`src/verilog/io_trap_consts.vh`:
```
// Purpose: Offsets, field positions, reset values and widths for the I/O trap monitor block
// Assumes: Configuration offsets are byte addresses in the function's config space
// Notes:   Definitions only
`ifndef IO_TRAP_CONSTS_VH
`define IO_TRAP_CONSTS_VH

// Configuration space byte offsets
`define CFG_TRAP_FORWARD_ENABLE 8'hC0
`define CFG_MONITOR4_BASE_LO    8'hC4
`define CFG_MONITOR4_BASE_HI    8'hC5
`define CFG_MONITOR5_BASE_LO    8'hC6
`define CFG_MONITOR5_BASE_HI    8'hC7
`define CFG_MONITOR6_BASE_LO    8'hC8
`define CFG_MONITOR6_BASE_HI    8'hC9
`define CFG_MONITOR7_BASE_LO    8'hCA
`define CFG_MONITOR7_BASE_HI    8'hCB
`define CFG_TRAP_MASKS_LO       8'hCC
`define CFG_TRAP_MASKS_HI       8'hCD

// Fixed I/O ports
`define IO_APM_COMMAND_PORT     16'h00B2
`define IO_APM_SCRATCH_PORT     16'h00B3

// Offsets from the power management I/O base
`define PM_MON_ENABLE_OFS       16'h0040
`define PM_MON_STATUS_OFS       16'h0041

// Field positions
`define FWD_EN_LSB              4
`define FWD_EN_MSB              7
`define MASK_FIELD_W            4

// Reset values
`define RST_BYTE                8'h00
`define RST_WORD                16'h0000
`define RST_NIBBLE              4'h0

`endif

```
`src/verilog/trap_window_match.v`:
```
// Purpose: Address match of one I/O monitor against its base and low mask
// Assumes: Address and base are full 16-bit I/O addresses
// Notes:   Purely combinational; the caller registers the result
`timescale 1ns/100ps
module trap_window_match #(
  parameter ADDR_W = 16,
  parameter MASK_W = 4
) (
  input  wire [ADDR_W-1:0] io_addr_i,
  input  wire [ADDR_W-1:0] monitor_base_address_i,
  input  wire [MASK_W-1:0] monitor_low_mask_i,
  output wire              hit_o
);

  wire [ADDR_W-1:0] care;

  // Masked low bits drop out of the compare
  assign care  = ~{{(ADDR_W-MASK_W){1'b0}}, monitor_low_mask_i};
  assign hit_o = ((io_addr_i ^ monitor_base_address_i) & care) == {ADDR_W{1'b0}};

endmodule // trap_window_match

```
`src/verilog/io_trap_monitor_apm_smi.v`:
```
// Purpose: I/O trap monitors 4..7, LPC forward gating and APM ports with interrupt request
// Assumes: Config and I/O requests are one-cycle strobes synchronous to core_clk_i
// Notes:   Answers and trap results appear one cycle after the strobe
//          Match status at base plus 41h is sticky; a new hit wins over a clear
`timescale 1ns/100ps
`include "io_trap_consts.vh"
module io_trap_monitor_apm_smi #(
  parameter MON_N = 4
) (
  input  wire        core_clk_i,
  input  wire        resetn_i,
  input  wire        ce_i,
  // Configuration space byte access
  input  wire        cfg_wr_i,
  input  wire        cfg_rd_i,
  input  wire [7:0]  cfg_addr_i,
  input  wire [7:0]  cfg_wdata_i,
  output reg  [7:0]  cfg_rdata_o,
  output reg         cfg_rvalid_o,
  // Host I/O cycle
  input  wire        io_valid_i,
  input  wire        io_write_i,
  input  wire [15:0] io_addr_i,
  input  wire [7:0]  io_wdata_i,
  output reg  [7:0]  io_rdata_o,
  output reg         io_claim_o,
  // Loose control bits held elsewhere
  input  wire [15:0] power_mgmt_io_base_i,
  input  wire        apm_port_decode_enable_i,
  input  wire        apm_command_irq_enable_i,
  // Results toward the cycle decoder, LPC bridge and interrupt logic
  output reg  [3:0]  trap_hit_o,
  output reg         forward_lpc_o,
  output reg         system_management_irq_o,
  output reg  [7:0]  apm_command_port_o
);

  reg  [3:0]  trap_forward_enable;
  reg  [15:0] monitor_trap_base_reg [0:3];
  reg  [15:0] trap_range_masks;
  reg  [7:0]  apm_command_port;
  reg  [7:0]  apm_scratch_port;
  reg  [3:0]  monitor_interrupt_enable;
  reg  [3:0]  monitor_trap_status;

  wire [3:0]  hit;
  wire [3:0]  cycle_hit;
  wire        apm_cmd_sel;
  wire        apm_scr_sel;
  wire        pm_en_sel;
  wire        pm_sts_sel;
  wire        apm_cmd_wr;
  wire        apm_scr_wr;
  wire        pm_en_wr;
  wire        pm_sts_wr;
  wire        io_rd;
  wire [15:0] pm_en_addr;
  wire [15:0] pm_sts_addr;
  integer     wr_k;
  integer     rd_k;

  // Config offset of byte b of monitor m's base word
  function [7:0] base_ofs;
    input integer m;
    input integer b;
    reg   [8:0]   ofs_sum;
    begin
      ofs_sum  = {1'b0, `CFG_MONITOR4_BASE_LO} + {2'b00, m[5:0], 1'b0} + {8'h00, b[0]};
      base_ofs = ofs_sum[7:0];
    end
  endfunction

  // Port address above the power management base; wraps at the top of I/O space
  function [15:0] pm_port_addr;
    input [15:0] base;
    input [15:0] ofs;
    reg   [16:0] sum;
    begin
      sum          = {1'b0, base} + {1'b0, ofs};
      pm_port_addr = sum[15:0];
    end
  endfunction

  // Write strobe of the presented I/O cycle toward one port
  function io_write_to;
    input valid;
    input write;
    input sel;
    begin
      io_write_to = valid && write && sel;
    end
  endfunction

  // Four-bit field in the upper nibble; the reserved lower nibble reads zero
  function [7:0] upper_nibble_byte;
    input [3:0] field;
    begin
      upper_nibble_byte = {field, 4'h0};
    end
  endfunction

  genvar g;
  generate
    for (g = 0; g < MON_N; g = g + 1) begin : g_mon
      trap_window_match #(
        .ADDR_W (16),
        .MASK_W (`MASK_FIELD_W)
      ) u_match (
        .io_addr_i              (io_addr_i),
        .monitor_base_address_i (monitor_trap_base_reg[g]),
        .monitor_low_mask_i     (trap_range_masks[g*4+3:g*4]),
        .hit_o                  (hit[g])
      );
    end
  endgenerate

  assign pm_en_addr  = pm_port_addr(power_mgmt_io_base_i, `PM_MON_ENABLE_OFS);
  assign pm_sts_addr = pm_port_addr(power_mgmt_io_base_i, `PM_MON_STATUS_OFS);
  assign apm_cmd_sel = apm_port_decode_enable_i && (io_addr_i == `IO_APM_COMMAND_PORT);
  assign apm_scr_sel = apm_port_decode_enable_i && (io_addr_i == `IO_APM_SCRATCH_PORT);
  assign pm_en_sel   = (io_addr_i == pm_en_addr);
  assign pm_sts_sel  = (io_addr_i == pm_sts_addr);
  assign apm_cmd_wr  = io_write_to(io_valid_i, io_write_i, apm_cmd_sel);
  assign apm_scr_wr  = io_write_to(io_valid_i, io_write_i, apm_scr_sel);
  assign pm_en_wr    = io_write_to(io_valid_i, io_write_i, pm_en_sel);
  assign pm_sts_wr   = io_write_to(io_valid_i, io_write_i, pm_sts_sel);
  assign io_rd       = io_valid_i && !io_write_i;
  // Match results count only while an I/O cycle is presented
  assign cycle_hit   = io_valid_i ? hit : 4'h0;

  // Forward enables; the reserved low nibble is not stored
  always @(posedge core_clk_i or negedge resetn_i) begin
    if (!resetn_i) begin
      trap_forward_enable <= `RST_NIBBLE;
    end else if (ce_i && cfg_wr_i && (cfg_addr_i == `CFG_TRAP_FORWARD_ENABLE)) begin
      trap_forward_enable <= cfg_wdata_i[`FWD_EN_MSB:`FWD_EN_LSB];
    end
  end

  // Shared mask word, one nibble per monitor
  always @(posedge core_clk_i or negedge resetn_i) begin
    if (!resetn_i) begin
      trap_range_masks <= `RST_WORD;
    end else if (ce_i && cfg_wr_i) begin
      if (cfg_addr_i == `CFG_TRAP_MASKS_LO) begin
        trap_range_masks[7:0] <= cfg_wdata_i;
      end
      if (cfg_addr_i == `CFG_TRAP_MASKS_HI) begin
        trap_range_masks[15:8] <= cfg_wdata_i;
      end
    end
  end

  // Base words, written a byte at a time
  always @(posedge core_clk_i or negedge resetn_i) begin
    if (!resetn_i) begin
      for (wr_k = 0; wr_k < 4; wr_k = wr_k + 1) begin
        monitor_trap_base_reg[wr_k] <= `RST_WORD;
      end
    end else if (ce_i && cfg_wr_i) begin
      for (wr_k = 0; wr_k < 4; wr_k = wr_k + 1) begin
        if (cfg_addr_i == base_ofs(wr_k, 0)) begin
          monitor_trap_base_reg[wr_k][7:0] <= cfg_wdata_i;
        end
        if (cfg_addr_i == base_ofs(wr_k, 1)) begin
          monitor_trap_base_reg[wr_k][15:8] <= cfg_wdata_i;
        end
      end
    end
  end

  // Configuration read path
  always @(posedge core_clk_i or negedge resetn_i) begin
    if (!resetn_i) begin
      cfg_rdata_o  <= `RST_BYTE;
      cfg_rvalid_o <= 1'b0;
    end else if (ce_i) begin
      cfg_rvalid_o <= cfg_rd_i;
      if (cfg_rd_i) begin
        // Unmapped offsets read zero
        cfg_rdata_o <= `RST_BYTE;
        if (cfg_addr_i == `CFG_TRAP_FORWARD_ENABLE) begin
          cfg_rdata_o <= upper_nibble_byte(trap_forward_enable);
        end
        if (cfg_addr_i == `CFG_TRAP_MASKS_LO) begin
          cfg_rdata_o <= trap_range_masks[7:0];
        end
        if (cfg_addr_i == `CFG_TRAP_MASKS_HI) begin
          cfg_rdata_o <= trap_range_masks[15:8];
        end
        for (rd_k = 0; rd_k < 4; rd_k = rd_k + 1) begin
          if (cfg_addr_i == base_ofs(rd_k, 0)) begin
            cfg_rdata_o <= monitor_trap_base_reg[rd_k][7:0];
          end
          if (cfg_addr_i == base_ofs(rd_k, 1)) begin
            cfg_rdata_o <= monitor_trap_base_reg[rd_k][15:8];
          end
        end
      end
    end
  end

  // Command byte; stored even while its interrupt is disabled
  always @(posedge core_clk_i or negedge resetn_i) begin
    if (!resetn_i) begin
      apm_command_port <= `RST_BYTE;
    end else if (ce_i && apm_cmd_wr) begin
      apm_command_port <= io_wdata_i;
    end
  end

  // Scratch byte; only a host write or reset touches it
  always @(posedge core_clk_i or negedge resetn_i) begin
    if (!resetn_i) begin
      apm_scratch_port <= `RST_BYTE;
    end else if (ce_i && apm_scr_wr) begin
      apm_scratch_port <= io_wdata_i;
    end
  end

  // Monitor interrupt enables in the upper nibble at base plus 40h
  always @(posedge core_clk_i or negedge resetn_i) begin
    if (!resetn_i) begin
      monitor_interrupt_enable <= `RST_NIBBLE;
    end else if (ce_i && pm_en_wr) begin
      monitor_interrupt_enable <= io_wdata_i[7:4];
    end
  end

  // Sticky match status; write one clears, a new hit in the same cycle wins
  always @(posedge core_clk_i or negedge resetn_i) begin
    if (!resetn_i) begin
      monitor_trap_status <= `RST_NIBBLE;
    end else if (ce_i) begin
      if (pm_sts_wr) begin
        monitor_trap_status <= (monitor_trap_status & ~io_wdata_i[7:4])
                               | cycle_hit;
      end else begin
        monitor_trap_status <= monitor_trap_status | cycle_hit;
      end
    end
  end

  // Per-cycle results toward the decoder, bridge and interrupt logic
  always @(posedge core_clk_i or negedge resetn_i) begin
    if (!resetn_i) begin
      io_claim_o              <= 1'b0;
      trap_hit_o              <= 4'h0;
      forward_lpc_o           <= 1'b0;
      system_management_irq_o <= 1'b0;
      apm_command_port_o      <= `RST_BYTE;
    end else if (ce_i) begin
      apm_command_port_o <= apm_command_port;
      io_claim_o         <= io_valid_i && (apm_cmd_sel || apm_scr_sel || pm_en_sel || pm_sts_sel);
      trap_hit_o         <= cycle_hit;
      // Gated only by match and forward enable; the bridge applies it to LPC targets
      forward_lpc_o      <= |(cycle_hit & trap_forward_enable);
      // No claim input feeds this, so internal targets complete untouched
      system_management_irq_o <= |(cycle_hit & monitor_interrupt_enable)
                                 || (apm_cmd_wr && apm_command_irq_enable_i);
    end
  end

  // I/O read data; zero unless a read of a claimed port
  always @(posedge core_clk_i or negedge resetn_i) begin
    if (!resetn_i) begin
      io_rdata_o <= `RST_BYTE;
    end else if (ce_i) begin
      io_rdata_o <= `RST_BYTE;
      if (io_rd) begin
        if (apm_cmd_sel) begin
          io_rdata_o <= apm_command_port;
        end else if (apm_scr_sel) begin
          io_rdata_o <= apm_scratch_port;
        end else if (pm_en_sel) begin
          io_rdata_o <= upper_nibble_byte(monitor_interrupt_enable);
        end else if (pm_sts_sel) begin
          io_rdata_o <= upper_nibble_byte(monitor_trap_status);
        end
      end
    end
  end

endmodule // io_trap_monitor_apm_smi

```
`config.mk`:
```
export PLATFORM = sky130hd
export DESIGN_NAME = io_trap_monitor_apm_smi
export DESIGN_NICKNAME = d
export VERILOG_FILES = /design/src/verilog/trap_window_match.v /design/src/verilog/io_trap_monitor_apm_smi.v
export VERILOG_INCLUDE_DIRS = /design/src /design/src/verilog
export SDC_FILE = /design/constraint.sdc
export NUM_CORES = 1
export LEC_CHECK = 0
export BUFFER_PORTS_ARGS = -buffer_cell sky130_fd_sc_hd__buf_2
export CAP_MARGIN = 0
export CORE_UTILIZATION = 55
export CTS_CLUSTER_DIAMETER = 60
export DETAILED_ROUTE_END_ITERATION = 10
export PLACE_DENSITY = 0.86
export SYNTH_ARGS = -nofsm -noshare
export SYNTH_HDL_FRONTEND = slang
export SYNTH_SLANG_ARGS = --single-unit
```
`constraint.sdc`:
```
create_clock -name core_clk_i -period 3.9 [get_ports core_clk_i]
set_clock_uncertainty 0.2 [all_clocks]
set_input_delay 0.39 -clock core_clk_i [delete_from_list [all_inputs] [get_ports core_clk_i]]
set_output_delay 0.39 -clock core_clk_i [all_outputs]
set_load 0.02 [all_outputs]
```
* After elaboration in Yosys (flattened, before gate mapping)
Index checks and enable logic that the tools add are counted.
** Storage, ports and cells
- Bits in registers :: 140
- Latch bits :: 0
- Bits in writable memories :: 0
- Memory bits (read-only) :: 0
- Input bits :: 65
- Output and inout bits :: 32
- Word-level logic and storage cells :: 113
- Memories kept :: 0
** Operators by class
- Add/sub/neg operators :: 2
- $mul :: 0
- Div/mod/pow operators :: 0
- Order comparisons :: 0
- Eq/ne operators :: 15
- Shift operators :: 0
- Multiplexer cells :: 18
- Bitwise logic cells :: 18
- Reductions and logical operators :: 37
** Operators with widths (count)
- 8-bit two-way mux :: 16
- 8-bit equality test (second input constant) :: 11
- 16-bit bitwise AND :: 4
- 16-bit zero test :: 4
- 4-bit NOT with 16-bit output :: 4
- 16-bit bitwise XOR :: 4
- 16-bit by 7-bit adder with 16-bit output (second input constant) :: 2
- 16-bit equality test :: 2
- 16-bit by 8-bit equality test with 1-bit output (second input constant) :: 2
- 2-bit AND reduction :: 11
- 1-bit logical AND :: 15
- 4-bit bitwise AND :: 3
- 4-bit two-way mux :: 2
- 4-bit bitwise OR :: 2
- 4-bit OR reduction :: 2
- 1-bit logical OR :: 4
- 4-bit NOT :: 1
- 1-bit zero test :: 1

* Depth between registers and ports, before layout
Gate-level depths: netlist (run 1).
- Depth in word-level cells :: 12
- Gate-level depth with buffers :: 10
- Gate-level depth less buffers :: 9

* By module
From an unflattened synthesis (run 1), not the netlist that was laid out.
** Unflattened totals
- Cells, all modules :: 706
- Area, all modules :: 7982.7 µm²
** Modules (own cells, without submodules)
- io_trap_monitor_apm_smi :: instances 1, cells each 614, area each 7257.0 µm², sequential area each 3503.4 µm²
- trap_window_match :: instances 4, cells each 23, area each 181.4 µm², sequential area each 0.0 µm²

* Least setup slack after synthesis (run 1)
Ideal clock, no wire load.
- Kind :: input to register
- Start point :: input power_mgmt_io_base_i[6]
- End point :: register monitor_interrupt_enable[0]
- Setup time :: 0.125 ns
- Arrival :: 2.460 ns
- Required time :: 3.575 ns
- Path slack :: 1.115 ns
- Stages on the path :: 10
- Buffers on the path :: 2
- Cells stage by stage :: clkbuf_8 inv_1 ha_1 xnor2_1 nor4_1 nand4_1 or2_2 or4_4 buf_6 mux2_4
** On the way
- Cells in the longest elaborated chain, start to end :: 4
** Ends and longest elaborated chain
- start, declared :: RTL line io_trap_monitor_apm_smi.v:28 : input wire [15:0] power_mgmt_io_base_i,
- 16-bit by 7-bit adder with 16-bit output :: RTL line io_trap_monitor_apm_smi.v:79 : sum = {1'b0, base} + {1'b0, ofs};
- 16-bit equality test :: RTL line io_trap_monitor_apm_smi.v:121 : assign pm_en_sel = (io_addr_i == pm_en_addr);
- 1-bit logical AND :: RTL line io_trap_monitor_apm_smi.v:90 : io_write_to = valid && write && sel;
- 1-bit logical AND :: RTL line io_trap_monitor_apm_smi.v:225 : end else if (ce_i && pm_en_wr) begin
- end signal, assigned :: RTL line io_trap_monitor_apm_smi.v:224 : monitor_interrupt_enable <= `RST_NIBBLE;
- end signal, assigned :: RTL line io_trap_monitor_apm_smi.v:226 : monitor_interrupt_enable <= io_wdata_i[7:4];
- end, declared :: RTL line io_trap_monitor_apm_smi.v:43 : reg [3:0] monitor_interrupt_enable;
Every way passes these cells.
A chain may end at the register's enable or synchronous reset.

* Worst setup path after layout (run 1)
- Start point :: register monitor_trap_base_reg[1] in the netlist's numbering
- End point :: register system_management_irq_o
** On the way
- Cells in the longest elaborated chain, start to end :: 7
** Ends and longest elaborated chain
- start, declared :: RTL line io_trap_monitor_apm_smi.v:39 : reg [15:0] monitor_trap_base_reg [0:3];
- start signal, assigned by index :: RTL line io_trap_monitor_apm_smi.v:158 : monitor_trap_base_reg[wr_k] <= `RST_WORD;
- start signal, assigned by index :: RTL line io_trap_monitor_apm_smi.v:163 : monitor_trap_base_reg[wr_k][7:0] <= cfg_wdata_i;
- start signal, assigned by index :: RTL line io_trap_monitor_apm_smi.v:166 : monitor_trap_base_reg[wr_k][15:8] <= cfg_wdata_i;
- 16-bit bitwise XOR :: RTL line trap_window_match.v:19 : assign hit_o = ((io_addr_i ^ monitor_base_address_i) & care) == {ADDR_W{1'b0}};
- 16-bit bitwise AND :: RTL line trap_window_match.v:19
- 16-bit zero test :: RTL line trap_window_match.v:19
- 4-bit two-way mux :: RTL line io_trap_monitor_apm_smi.v:129 : assign cycle_hit = io_valid_i ? hit : 4'h0;
- 4-bit bitwise AND :: RTL line io_trap_monitor_apm_smi.v:259 : system_management_irq_o <= |(cycle_hit & monitor_interrupt_enable)
- 4-bit OR reduction :: RTL line io_trap_monitor_apm_smi.v:259
- 1-bit logical OR :: RTL line io_trap_monitor_apm_smi.v:260 : || (apm_cmd_wr && apm_command_irq_enable_i);
- end signal, assigned :: RTL line io_trap_monitor_apm_smi.v:259
- end, declared :: RTL line io_trap_monitor_apm_smi.v:34 : output reg system_management_irq_o,
Every way passes these cells.

==> results.txt, run 1 <==
min-delay worst type = in -> reg
mean post-synth cell area = 10.6 um^2
Leakage = 4.24 nW
Max stage delay on crit path = 0.84 ns
Final Hold Violating Endpoints = 0
die width = 124 um
# diodes = 0
CTS Buffer Depth = 2
Die ar. = 15400 um^2
CP endpoint kind = register
Setup CP Type = reg -> reg
Initial Utilization = 0.564
sequential cell area fraction in the yosys report = 0.427
Mapped Area = 8200 um^2
register share of total power = 0.444
crit-path leading delay family = simple AND/OR/NAND/NOR gates
CP max stage cell = nor4_1
Clock power frac = 0.440
Pint = 2.50 mW
worst path bufs/invs = 0
grt total ovfl = 0
asr flop ratio synth = 1.00
Starting DRT DRC Count = 747
Max IR drop VDD = 0.289 mV
Final nets = 917
Synth-to-Final Area Change = 13.5%
total power = 3.40 mW
post-route ant nets = 0
Mapped Nets = 842
pre-CTS setup slack = 0.826 ns
Gate Count Post-Synth = 774
TritonCTS clock tree = yes
Vert. Die Dim = 124 um
Post-CTS Setup Repair Bufs = 0
min Tclk post-route = 2.93 ns
GRT Util Overall = 0.321
Max Fanout on Critical Path = 3
Slew headroom = 0.353
max reg flops = 64
DP Wirelength = 17.3 mm
crit path cell chain = xnor2_1 > nor2_1 > or3b_2 > nor4_1 > a222oi_1 > a31oi_1
io pins = 97
period utilisation layout = 0.750
fin. max-slew vios = 0
Slew @ Worst Pin = 0.962 ns
Worst-path clk slew = 0.06 ns
share of layout cells above drive strength 1 = 0.313
CP arrival = 3.06 ns
Synth Register Bits = 140
Combinational Power Share = 0.116
clock latency on the worst-skew pair = 0.42 ns
clk root buf = clkbuf_16
final number of setup-violating endpoints = 0
total CTS buffers = 17
drt total wl = 23.9 mm
WL/cell = 22.9 um
RSZ-0062 raised after global routing = no
worst path required time = 4.03 ns
initial antenna violation count = 1
clk sinks = 140
vias = 6944
core area = 14500 um^2
htree depth = 4
status = completed
PnR worst setup slack = 0.974 ns
1st-pass router iterations = 8
Via density = 6.65
final setup TNS = 0 ns
first-pass GRT wire length = 36.0 mm
vias in the first global route = 6517
maxcap violations = 0
routability cong. = 1.03
input/output buffers = 96
fin util = 0.641
Rows = 44
Yosys warnings = 0
switching power = 0.898 mW
Fmax = 342 MHz
switching part of the total = 0.264
PD cells = 365 nW/um^2
Hold WS = 0.0127 ns
Post-synth top flop = dfrtp_1
largest net degree at the start of global routing = 81
Netlist cell types = 63
post-route DRC violation count = 0
Post-synth EDFFs = 0
Worst setup SP type = register
==> metal layers <==
layer | wire length [um] | share of wire | GRT usage
met3 | 2420 | 0.10 | 0.0824
met1 | 9780 | 0.41 | 0.441
met5 | 17 | 0.00071 | 0
met2 | 10500 | 0.44 | 0.471
met4 | 1190 | 0.050 | 0.156
==> power by group through the flow <==
stage / Sequential (mW) / Clock [mW] / Combinational (mW)
floorplan: 1.53 / 0 / 0.233
global placement: 1.53 / 0 / 0.375
detailed placement: 1.53 / 0 / 0.380
CTS: 1.51 / 1.51 / 0.383
global route: 1.51 / 1.57 / 0.420
finish: 1.51 / 1.50 / 0.393
==> cell usage in the layout (no fill, tap or decap), types with 19 or more instances in the layout <==
master,Yosys,final
dfrtp_1,140,140
mux2_2,113,113
buf_2,4,95
xnor2_1,59,59
nand2_1,45,45
nor2_1,37,37
xor2_1,33,33
nand3_1,28,28
o21ai_0,20,20
nor3_1,19,19
==> worst reg2reg max path, cell delays in order, from the launching register on <==
cell,delay [ns]
dfrtp_1,0.42
xnor2_1,0.31
nor2_1,0.10
or3b_2,0.47
nor4_1,0.84
a222oi_1,0.24
a31oi_1,0.26
==> kinds of logic after synthesis <==
| family | after synthesis | synth area share |
|---|---|---|
| adder cells (fa/ha/maj) | 3 | 0.00458 |
| AND/OR/NAND/NOR | 210 | 0.139 |
| AO/OA/AOI/OAI | 127 | 0.110 |
| buffers and inverters | 67 | 0.0355 |
| flip-flops | 140 | 0.427 |
| multiplexers | 134 | 0.183 |
| XOR/XNOR | 93 | 0.100 |
==> final timing paths <==
check                                                     start                                    end  slack, ns  depth (start not counted)
max reg2reg                monitor_trap_base_reg[1]$_DFFE_PN0P_    system_management_irq_o$_DFFE_PN0P_       0.97                          6
min                                               io_wdata_i[3]        apm_command_port[3]$_DFFE_PN0P_       0.01                          2
max in group asynchronous                              resetn_i  monitor_trap_base_reg[42]$_DFFE_PN0P_       2.18                          3
min reg2reg                          cfg_rdata_o[1]$_DFFE_PN0P_             cfg_rdata_o[1]$_DFFE_PN0P_       0.30                          1
min in group asynchronous                              resetn_i      apm_command_port_o[6]$_DFFE_PN0P_       0.37                          2
max                        monitor_trap_base_reg[1]$_DFFE_PN0P_    system_management_irq_o$_DFFE_PN0P_       0.97                          6
==> metrics by stage <==
stage | cells | area [um^2]
floorplan | 774 | 8200
global placement | 1013 | 8760
detailed placement | 1013 | 8760
CTS | 1044 | 9310
global route | 1044 | 9310
finish | 1044 | 9310
==> cell usage after synthesis, types with 6 or more instances <==
master / count / area [um^2]
xnor2_1: 59 / 517
nor2_1: 37 / 139
nand3_1: 28 / 140
a211oi_1: 6 / 45.0
dfrtp_1: 140 / 3500
o22ai_1: 10 / 62.6
clkbuf_1: 34 / 128
mux2i_1: 17 / 170
xor2_1: 33 / 289
nor3b_1: 7 / 52.6
a21oi_1: 16 / 80.1
buf_1: 8 / 30.0
mux2_2: 113 / 1270
o21ai_0: 20 / 100
nor3_1: 19 / 95.1
o21a_1: 6 / 45.0
a222oi_1: 7 / 70.1
nand2_1: 45 / 169
nor4_1: 15 / 93.8
inv_1: 17 / 63.8
a22oi_1: 6 / 45.0
o211ai_1: 12 / 90.1
nand4_1: 13 / 81.3
nor2b_1: 8 / 50.1
==> layout make-up <==
cell class | instances | area [um^2]
Inverter | 17 | 63.8
Clock buffer | 20 | 447
Timing Repair Buffer | 106 | 564
Multi-Input combinational cell | 567 | 4410
Tap cell | 184 | 230
Fill cell | 1150 | 5220
Sequential cell | 140 | 3500
Clock inverter | 10 | 96.3
==> timing repair <==
action,in CTS,in global routing
gates resized for setup,0,0
hold buffers,1,0
hold endpoints to repair,78,0
(Power assumes the default switching activity.)
==> inputs of run 2 (changes only) <==
- ABC_AREA: not set -> 1
- CORE_UTILIZATION: 55 -> 54
- PLACE_DENSITY: 0.86 -> 0.87
- clock period: 3.9 -> 2.38 ns (I/O delays scaled with it)
==> results.txt, run 2 <==
status = completed
Max IR drop VDD = 0.538 mV
routability cong. = 0.986
Post-synth EDFFs = 0
PD cells = 575 nW/um^2
cts hold-fix bufs = 11
DP Wirelength = 21.0 mm
post-route DRC violation count = 0
switching part of the total = 0.266
final number of setup-violating endpoints = 0
Mapped Nets = 1257
Via density = 5.80
clk sinks = 140
clk root buf = clkbuf_16
Vert. Die Dim = 129 um
CP arrival = 2.20 ns
synthesized-area fraction occupied by adder cells = 0.00434
Pint = 4.29 mW
largest net degree at the start of global routing = 87
Synth Register Bits = 140
max reg flops = 64
period utilisation layout = 0.896
io pins = 97
Combinational Power Share = 0.124
Max Fanout on Critical Path = 16
worst path required time = 2.45 ns
CTS Buffer Depth = 2
fin util = 0.660
htree depth = 4
Leakage = 5.12 nW
maxcap violations = 0
Worst-path clk slew = 0.06 ns
Netlist cell types = 51
most instantiated cells after synthesis = 378 x nand2_1, 140 x dfrtp_1, 117 x o21ai_0
WL/cell = 18.4 um
Gate Count Post-Synth = 1189
vias in the first global route = 8371
Worst setup SP type = primary input
final setup TNS = 0 ns
input/output buffers = 96
share of layout cells above drive strength 1 = 0.173
commonest non-fill, non-tap cells in the layout = 378 x nand2_1, 140 x dfrtp_1, 117 x o21ai_0, 96 x inv_1, 95 x buf_2
Slew @ Worst Pin = 0.683 ns
min-delay worst type = in -> reg
Mapped Area = 8650 um^2
mux contribution to synthesized area = 0.0155
Post-CTS Setup Repair Bufs = 0
sequential cell area fraction in the yosys report = 0.405
clock latency on the worst-skew pair = 0.42 ns
Final nets = 1379
largest family of logic cells by synthesized area = simple AND/OR/NAND/NOR gates
placed inst area = 9480 um^2
switching power = 1.56 mW
Rows = 45
Post-Synth XOR/XNOR Area = 0.0414
CP endpoint kind = register
# fillers = 1349
asr flop ratio synth = 1.00
Final Hold Violating Endpoints = 0
Initial Utilization = 0.561
Hold WS = 0.0501 ns
GRT Util Overall = 0.358
core area = 15400 um^2
fin. max-slew vios = 0
initial antenna violation count = 0
Setup CP Type = in -> reg
most common cell in the synthesized netlist = nand2_1
total CTS buffers = 17
Clock power frac = 0.451
Fmax = 469 MHz
TritonCTS clock tree = yes
first-pass GRT wire length = 44.3 mm
Post-Synth Simple-Gate Area = 0.353
Finished Cell Area = 10200 um^2
Post-synth top flop = dfrtp_1
die width = 129 um
post-synth top area cell = dfrtp_1
Yosys warnings = 0
RSZ-0062 raised after global routing = no
Synth-to-Final Area Change = 17.7%
post-cts repair resize count = 0
grt total ovfl = 0
mean post-synth cell area = 7.28 um^2
register share of total power = 0.425
Die ar. = 16500 um^2
Slew headroom = 0.544
vias = 8899
# diodes = 0
Compound-Gate Fraction of Synth Area = 0.111
Starting DRT DRC Count = 1084
Yosys top cell area share = 0.405
most common cell after layout, fill and taps aside = nand2_1
min Tclk post-route = 2.13 ns
drt total wl = 28.2 mm
post-route ant nets = 0
1st-pass router iterations = 6
total power = 5.85 mW
Synth area leaders = dfrtp_1 40%, nand2_1 16%, o21ai_0 6.8%
-- run 2: cell types whose count changed in the layout (fill, tap and decap cells not counted), moves of 21 or more --
cell,before,now
nand2_1,45,378
buf_4,9,30
mux2_2,113,0
nand3_1,28,64
nand4_1,13,42
inv_1,17,96
xnor2_1,59,24
o21ai_0,20,117
nor2_1,37,89
-- run 2: critical path: stages --
cell           delay (ns)
dlygate4sd3_1        0.52
buf_2                0.22
nand2_1              0.07
inv_1                0.39
nand2_1              0.45
nand2_1              0.18
o21ai_0              0.11
-- run 2: path summary, 6_finish.rpt --
kind	startpoint	end	cells after the start	slack, ns
setup / recovery	ce_i	monitor_trap_base_reg[1]$_DFFE_PN0P_	7	0.25
hold / removal	apm_command_irq_enable_i	system_management_irq_o$_DFFE_PN0P_	5	0.05
setup reg to reg	monitor_trap_base_reg[61]$_DFFE_PN0P_	system_management_irq_o$_DFFE_PN0P_	8	0.41
hold reg to reg	apm_command_port_o[3]$_DFFE_PN0P_	apm_command_port_o[3]$_DFFE_PN0P_	2	0.27
max in group asynchronous	resetn_i	monitor_trap_base_reg[17]$_DFFE_PN0P_	3	1.40
min in group asynchronous	resetn_i	io_rdata_o[0]$_DFFE_PN0P_	3	0.14
-- run 2: power by group through the flow --
stage	clock (mW)	combinational [mW]	sequential (mW)
5_1_grt	2.76	0.800	2.49
2_1_floorplan	0	0.397	2.51
6_report	2.64	0.726	2.49
3_3_place_gp	0	0.689	2.52
3_5_place_dp	0	0.694	2.52
4_1_cts	2.65	0.713	2.48
-- run 2: cell families (layout without fill, tap and decap cells) --
logic type / count (synthesis) / in the layout
DFF: 140 / 140
muxes: 13 / 13
buffers and inverters: 148 / 283
adders and majority gates: 3 / 3
AOI/OAI and AO/OA: 178 / 178
xor gates and xnor gates: 40 / 40
and+or+nand+nor: 667 / 667
-- run 2: final cells by class --
type / count / area (um^2) / share of cell area
clock buffers: 22 / 474 / 0.0466
clock inverters: 10 / 114 / 0.0112
inverters: 112 / 420 / 0.0413
multi-input cells: 901 / 4540 / 0.446
flip-flops and latches: 140 / 3500 / 0.344
well taps: 211 / 264 / 0.0259
repair buffers: 139 / 862 / 0.0847
-- run 2: stage by stage --
step           setup WS [ns]  std cells
2_1_floorplan          0.410       1189
3_3_place_gp           0.111       1492
3_5_place_dp          0.0552       1492
4_1_cts                0.339       1535
5_1_grt                0.138       1535
6_report               0.248       1535
-- run 2: per-layer routing --
metal | share of wire | track usage | vias up
li1 | - | - | 4143
met1 | 0.41 | 0.476 | 4160
met2 | 0.46 | 0.564 | 514
met3 | 0.099 | 0.0807 | 82
met4 | 0.033 | 0.151 | 0
met5 | 0 | 0 | -
==> inputs of run 3 (changes only) <==
- ABC_AREA: 1 -> not set
- CORE_UTILIZATION: 54 -> 53
- PLACE_DENSITY: 0.87 -> 0.86
==> results.txt, run 3 (synthesis gave the netlist of run 1 again) <==
GRT Util Overall = 0.357
period utilisation layout = 0.992
Worst-path clk slew = 0.06 ns
Worst R2R Path Depth = 8
vias = 7633
fin. max-slew vios = 0
share of layout cells above drive strength 1 = 0.422
CTS Buffer Depth = 2
Slew @ Worst Pin = 0.607 ns
grt total ovfl = 0
worst path required time = 2.52 ns
WL/cell = 23.7 um
Setup CP Type = reg -> reg
final setup TNS = 0 ns
crit path cell chain = xor2_1 > nor4_2 > nand4_1 > or4_1 > nor4_2 > buf_4 > a21oi_2 > a41oi_2
input/output buffers = 96
worst path bufs/invs = 1
stages on the worst setup path = 8
CP arrival = 2.50 ns
DP Wirelength = 18.9 mm
Starting DRT DRC Count = 801
Final nets = 1038
drt total wl = 27.8 mm
worst hold stages = 2
post-route ant nets = 0
routability cong. = 1.01
Fmax = 424 MHz
Initial Utilization = 0.542
total CTS buffers = 17
placed inst area = 9720 um^2
io pins = 97
Worst setup SP type = register
Final Hold Violating Endpoints = 0
crit-path leading delay family = simple AND/OR/NAND/NOR gates
Slew headroom = 0.595
most common cell after layout, fill and taps aside = dfrtp_1
Finished Cell Area = 10600 um^2
core area = 15100 um^2
clk sinks = 140
fin util = 0.700
first-pass GRT wire length = 42.9 mm
Crit path top cell by count = nor4_2
Leakage = 4.99 nW
die width = 126 um
min-delay worst type = in -> reg
status = completed
# fillers = 996
maxcap violations = 0
Die ar. = 16000 um^2
post-route DRC violation count = 0
commonest non-fill, non-tap cells in the layout = 140 x dfrtp_1, 115 x buf_4, 113 x mux2_2, 95 x buf_2, 49 x xnor2_1
TritonCTS clock tree = yes
1st-pass router iterations = 5
clock latency on the worst-skew pair = 0.43 ns
Max IR drop VDD = 0.760 mV
Synth-to-Final Area Change = 29.3%
largest net degree at the start of global routing = 63
Max Fanout on Critical Path = 2
htree depth = 4
# diodes = 0
Max stage delay on crit path = 0.43 ns
RSZ-0062 raised after global routing = yes
PD cells = 570 nW/um^2
Rows = 45
final number of setup-violating endpoints = 0
Vert. Die Dim = 126 um
min Tclk post-route = 2.36 ns
CP max stage cell = or4_1
vias in the first global route = 7785
Via density = 6.52
CP endpoint kind = register
clk root buf = clkbuf_16
initial antenna violation count = 0
max reg flops = 64
[run 3: cell types whose count changed in the layout (fill, tap and decap cells not counted), moves of 17 or more]
cell and change:
nand2_1 -335, mux2_2 +113, o21ai_0 -97, buf_4 +85, inv_1 -80, nor2_1 -52, nand3_1 -36, nand4_1 -29
xnor2_1 +25, xor2_1 +17
[run 3: timing repair]
action / CTS / global route
resized for setup: 9 / 18
hold endpoints to repair: 83 / 0
buffers inserted: 1 / 0
endpoints found under the setup margin: 4 / 8
pin swaps: 12 / 10
hold buffers: 10 / 0
[run 3: area by class of cell]
cell class                      instances  area [um^2]  share of cell area
Tap cell                              188          235              0.0222
Sequential cell                       140         3500               0.330
Clock buffer                           19          453              0.0427
Timing Repair Buffer                  227         1570               0.148
Inverter                               17         68.8             0.00649
Clock inverter                         13          155              0.0146
Multi-Input combinational cell        567         4620               0.436
[run 3: power breakdown]
part / switching [mW] / total, mW / internal (mW)
logic: 0.491 / 0.842 / 0.352
registers: 0.0467 / 2.47 / 2.42
clock network: 1.10 / 2.73 / 1.63
[run 3: final timing paths]
path	end	slack, ns	from
setup / recovery	monitor_trap_status[1]$_DFFE_PN0P_	0.02	monitor_trap_base_reg[38]$_DFFE_PN0P_
hold / removal	monitor_trap_base_reg[48]$_DFFE_PN0P_	0.02	cfg_wdata_i[0]
min in group asynchronous	apm_command_port[3]$_DFFE_PN0P_	0.16	resetn_i
hold reg to reg	cfg_rdata_o[1]$_DFFE_PN0P_	0.28	cfg_rdata_o[1]$_DFFE_PN0P_
setup reg to reg	monitor_trap_status[1]$_DFFE_PN0P_	0.02	monitor_trap_base_reg[38]$_DFFE_PN0P_
max in group asynchronous	monitor_trap_base_reg[11]$_DFFE_PN0P_	1.14	resetn_i
[run 3: metal layers]
layer / part of all wire / vias up / track usage
met2: 0.46 / 547 / 0.565
met1: 0.38 / 3686 / 0.434
li1: - / 3237 / -
met5: 0 / - / 0
met4: 0.062 / 0 / 0.204
met3: 0.10 / 163 / 0.108
[run 3: through the flow]
step	hold WS (ns)	instances	setup WS [ns]	power [mW]
5_1_grt	0.0361	1171	-0.101	6.21
6_report	0.0211	1171	0.0192	6.04
3_5_place_dp	0.0547	1128	-0.154	3.28
3_3_place_gp	0.0535	1128	-0.140	3.27
2_1_floorplan	-0.258	774	-0.113	2.89
4_1_cts	0.0157	1171	-0.00115	5.99
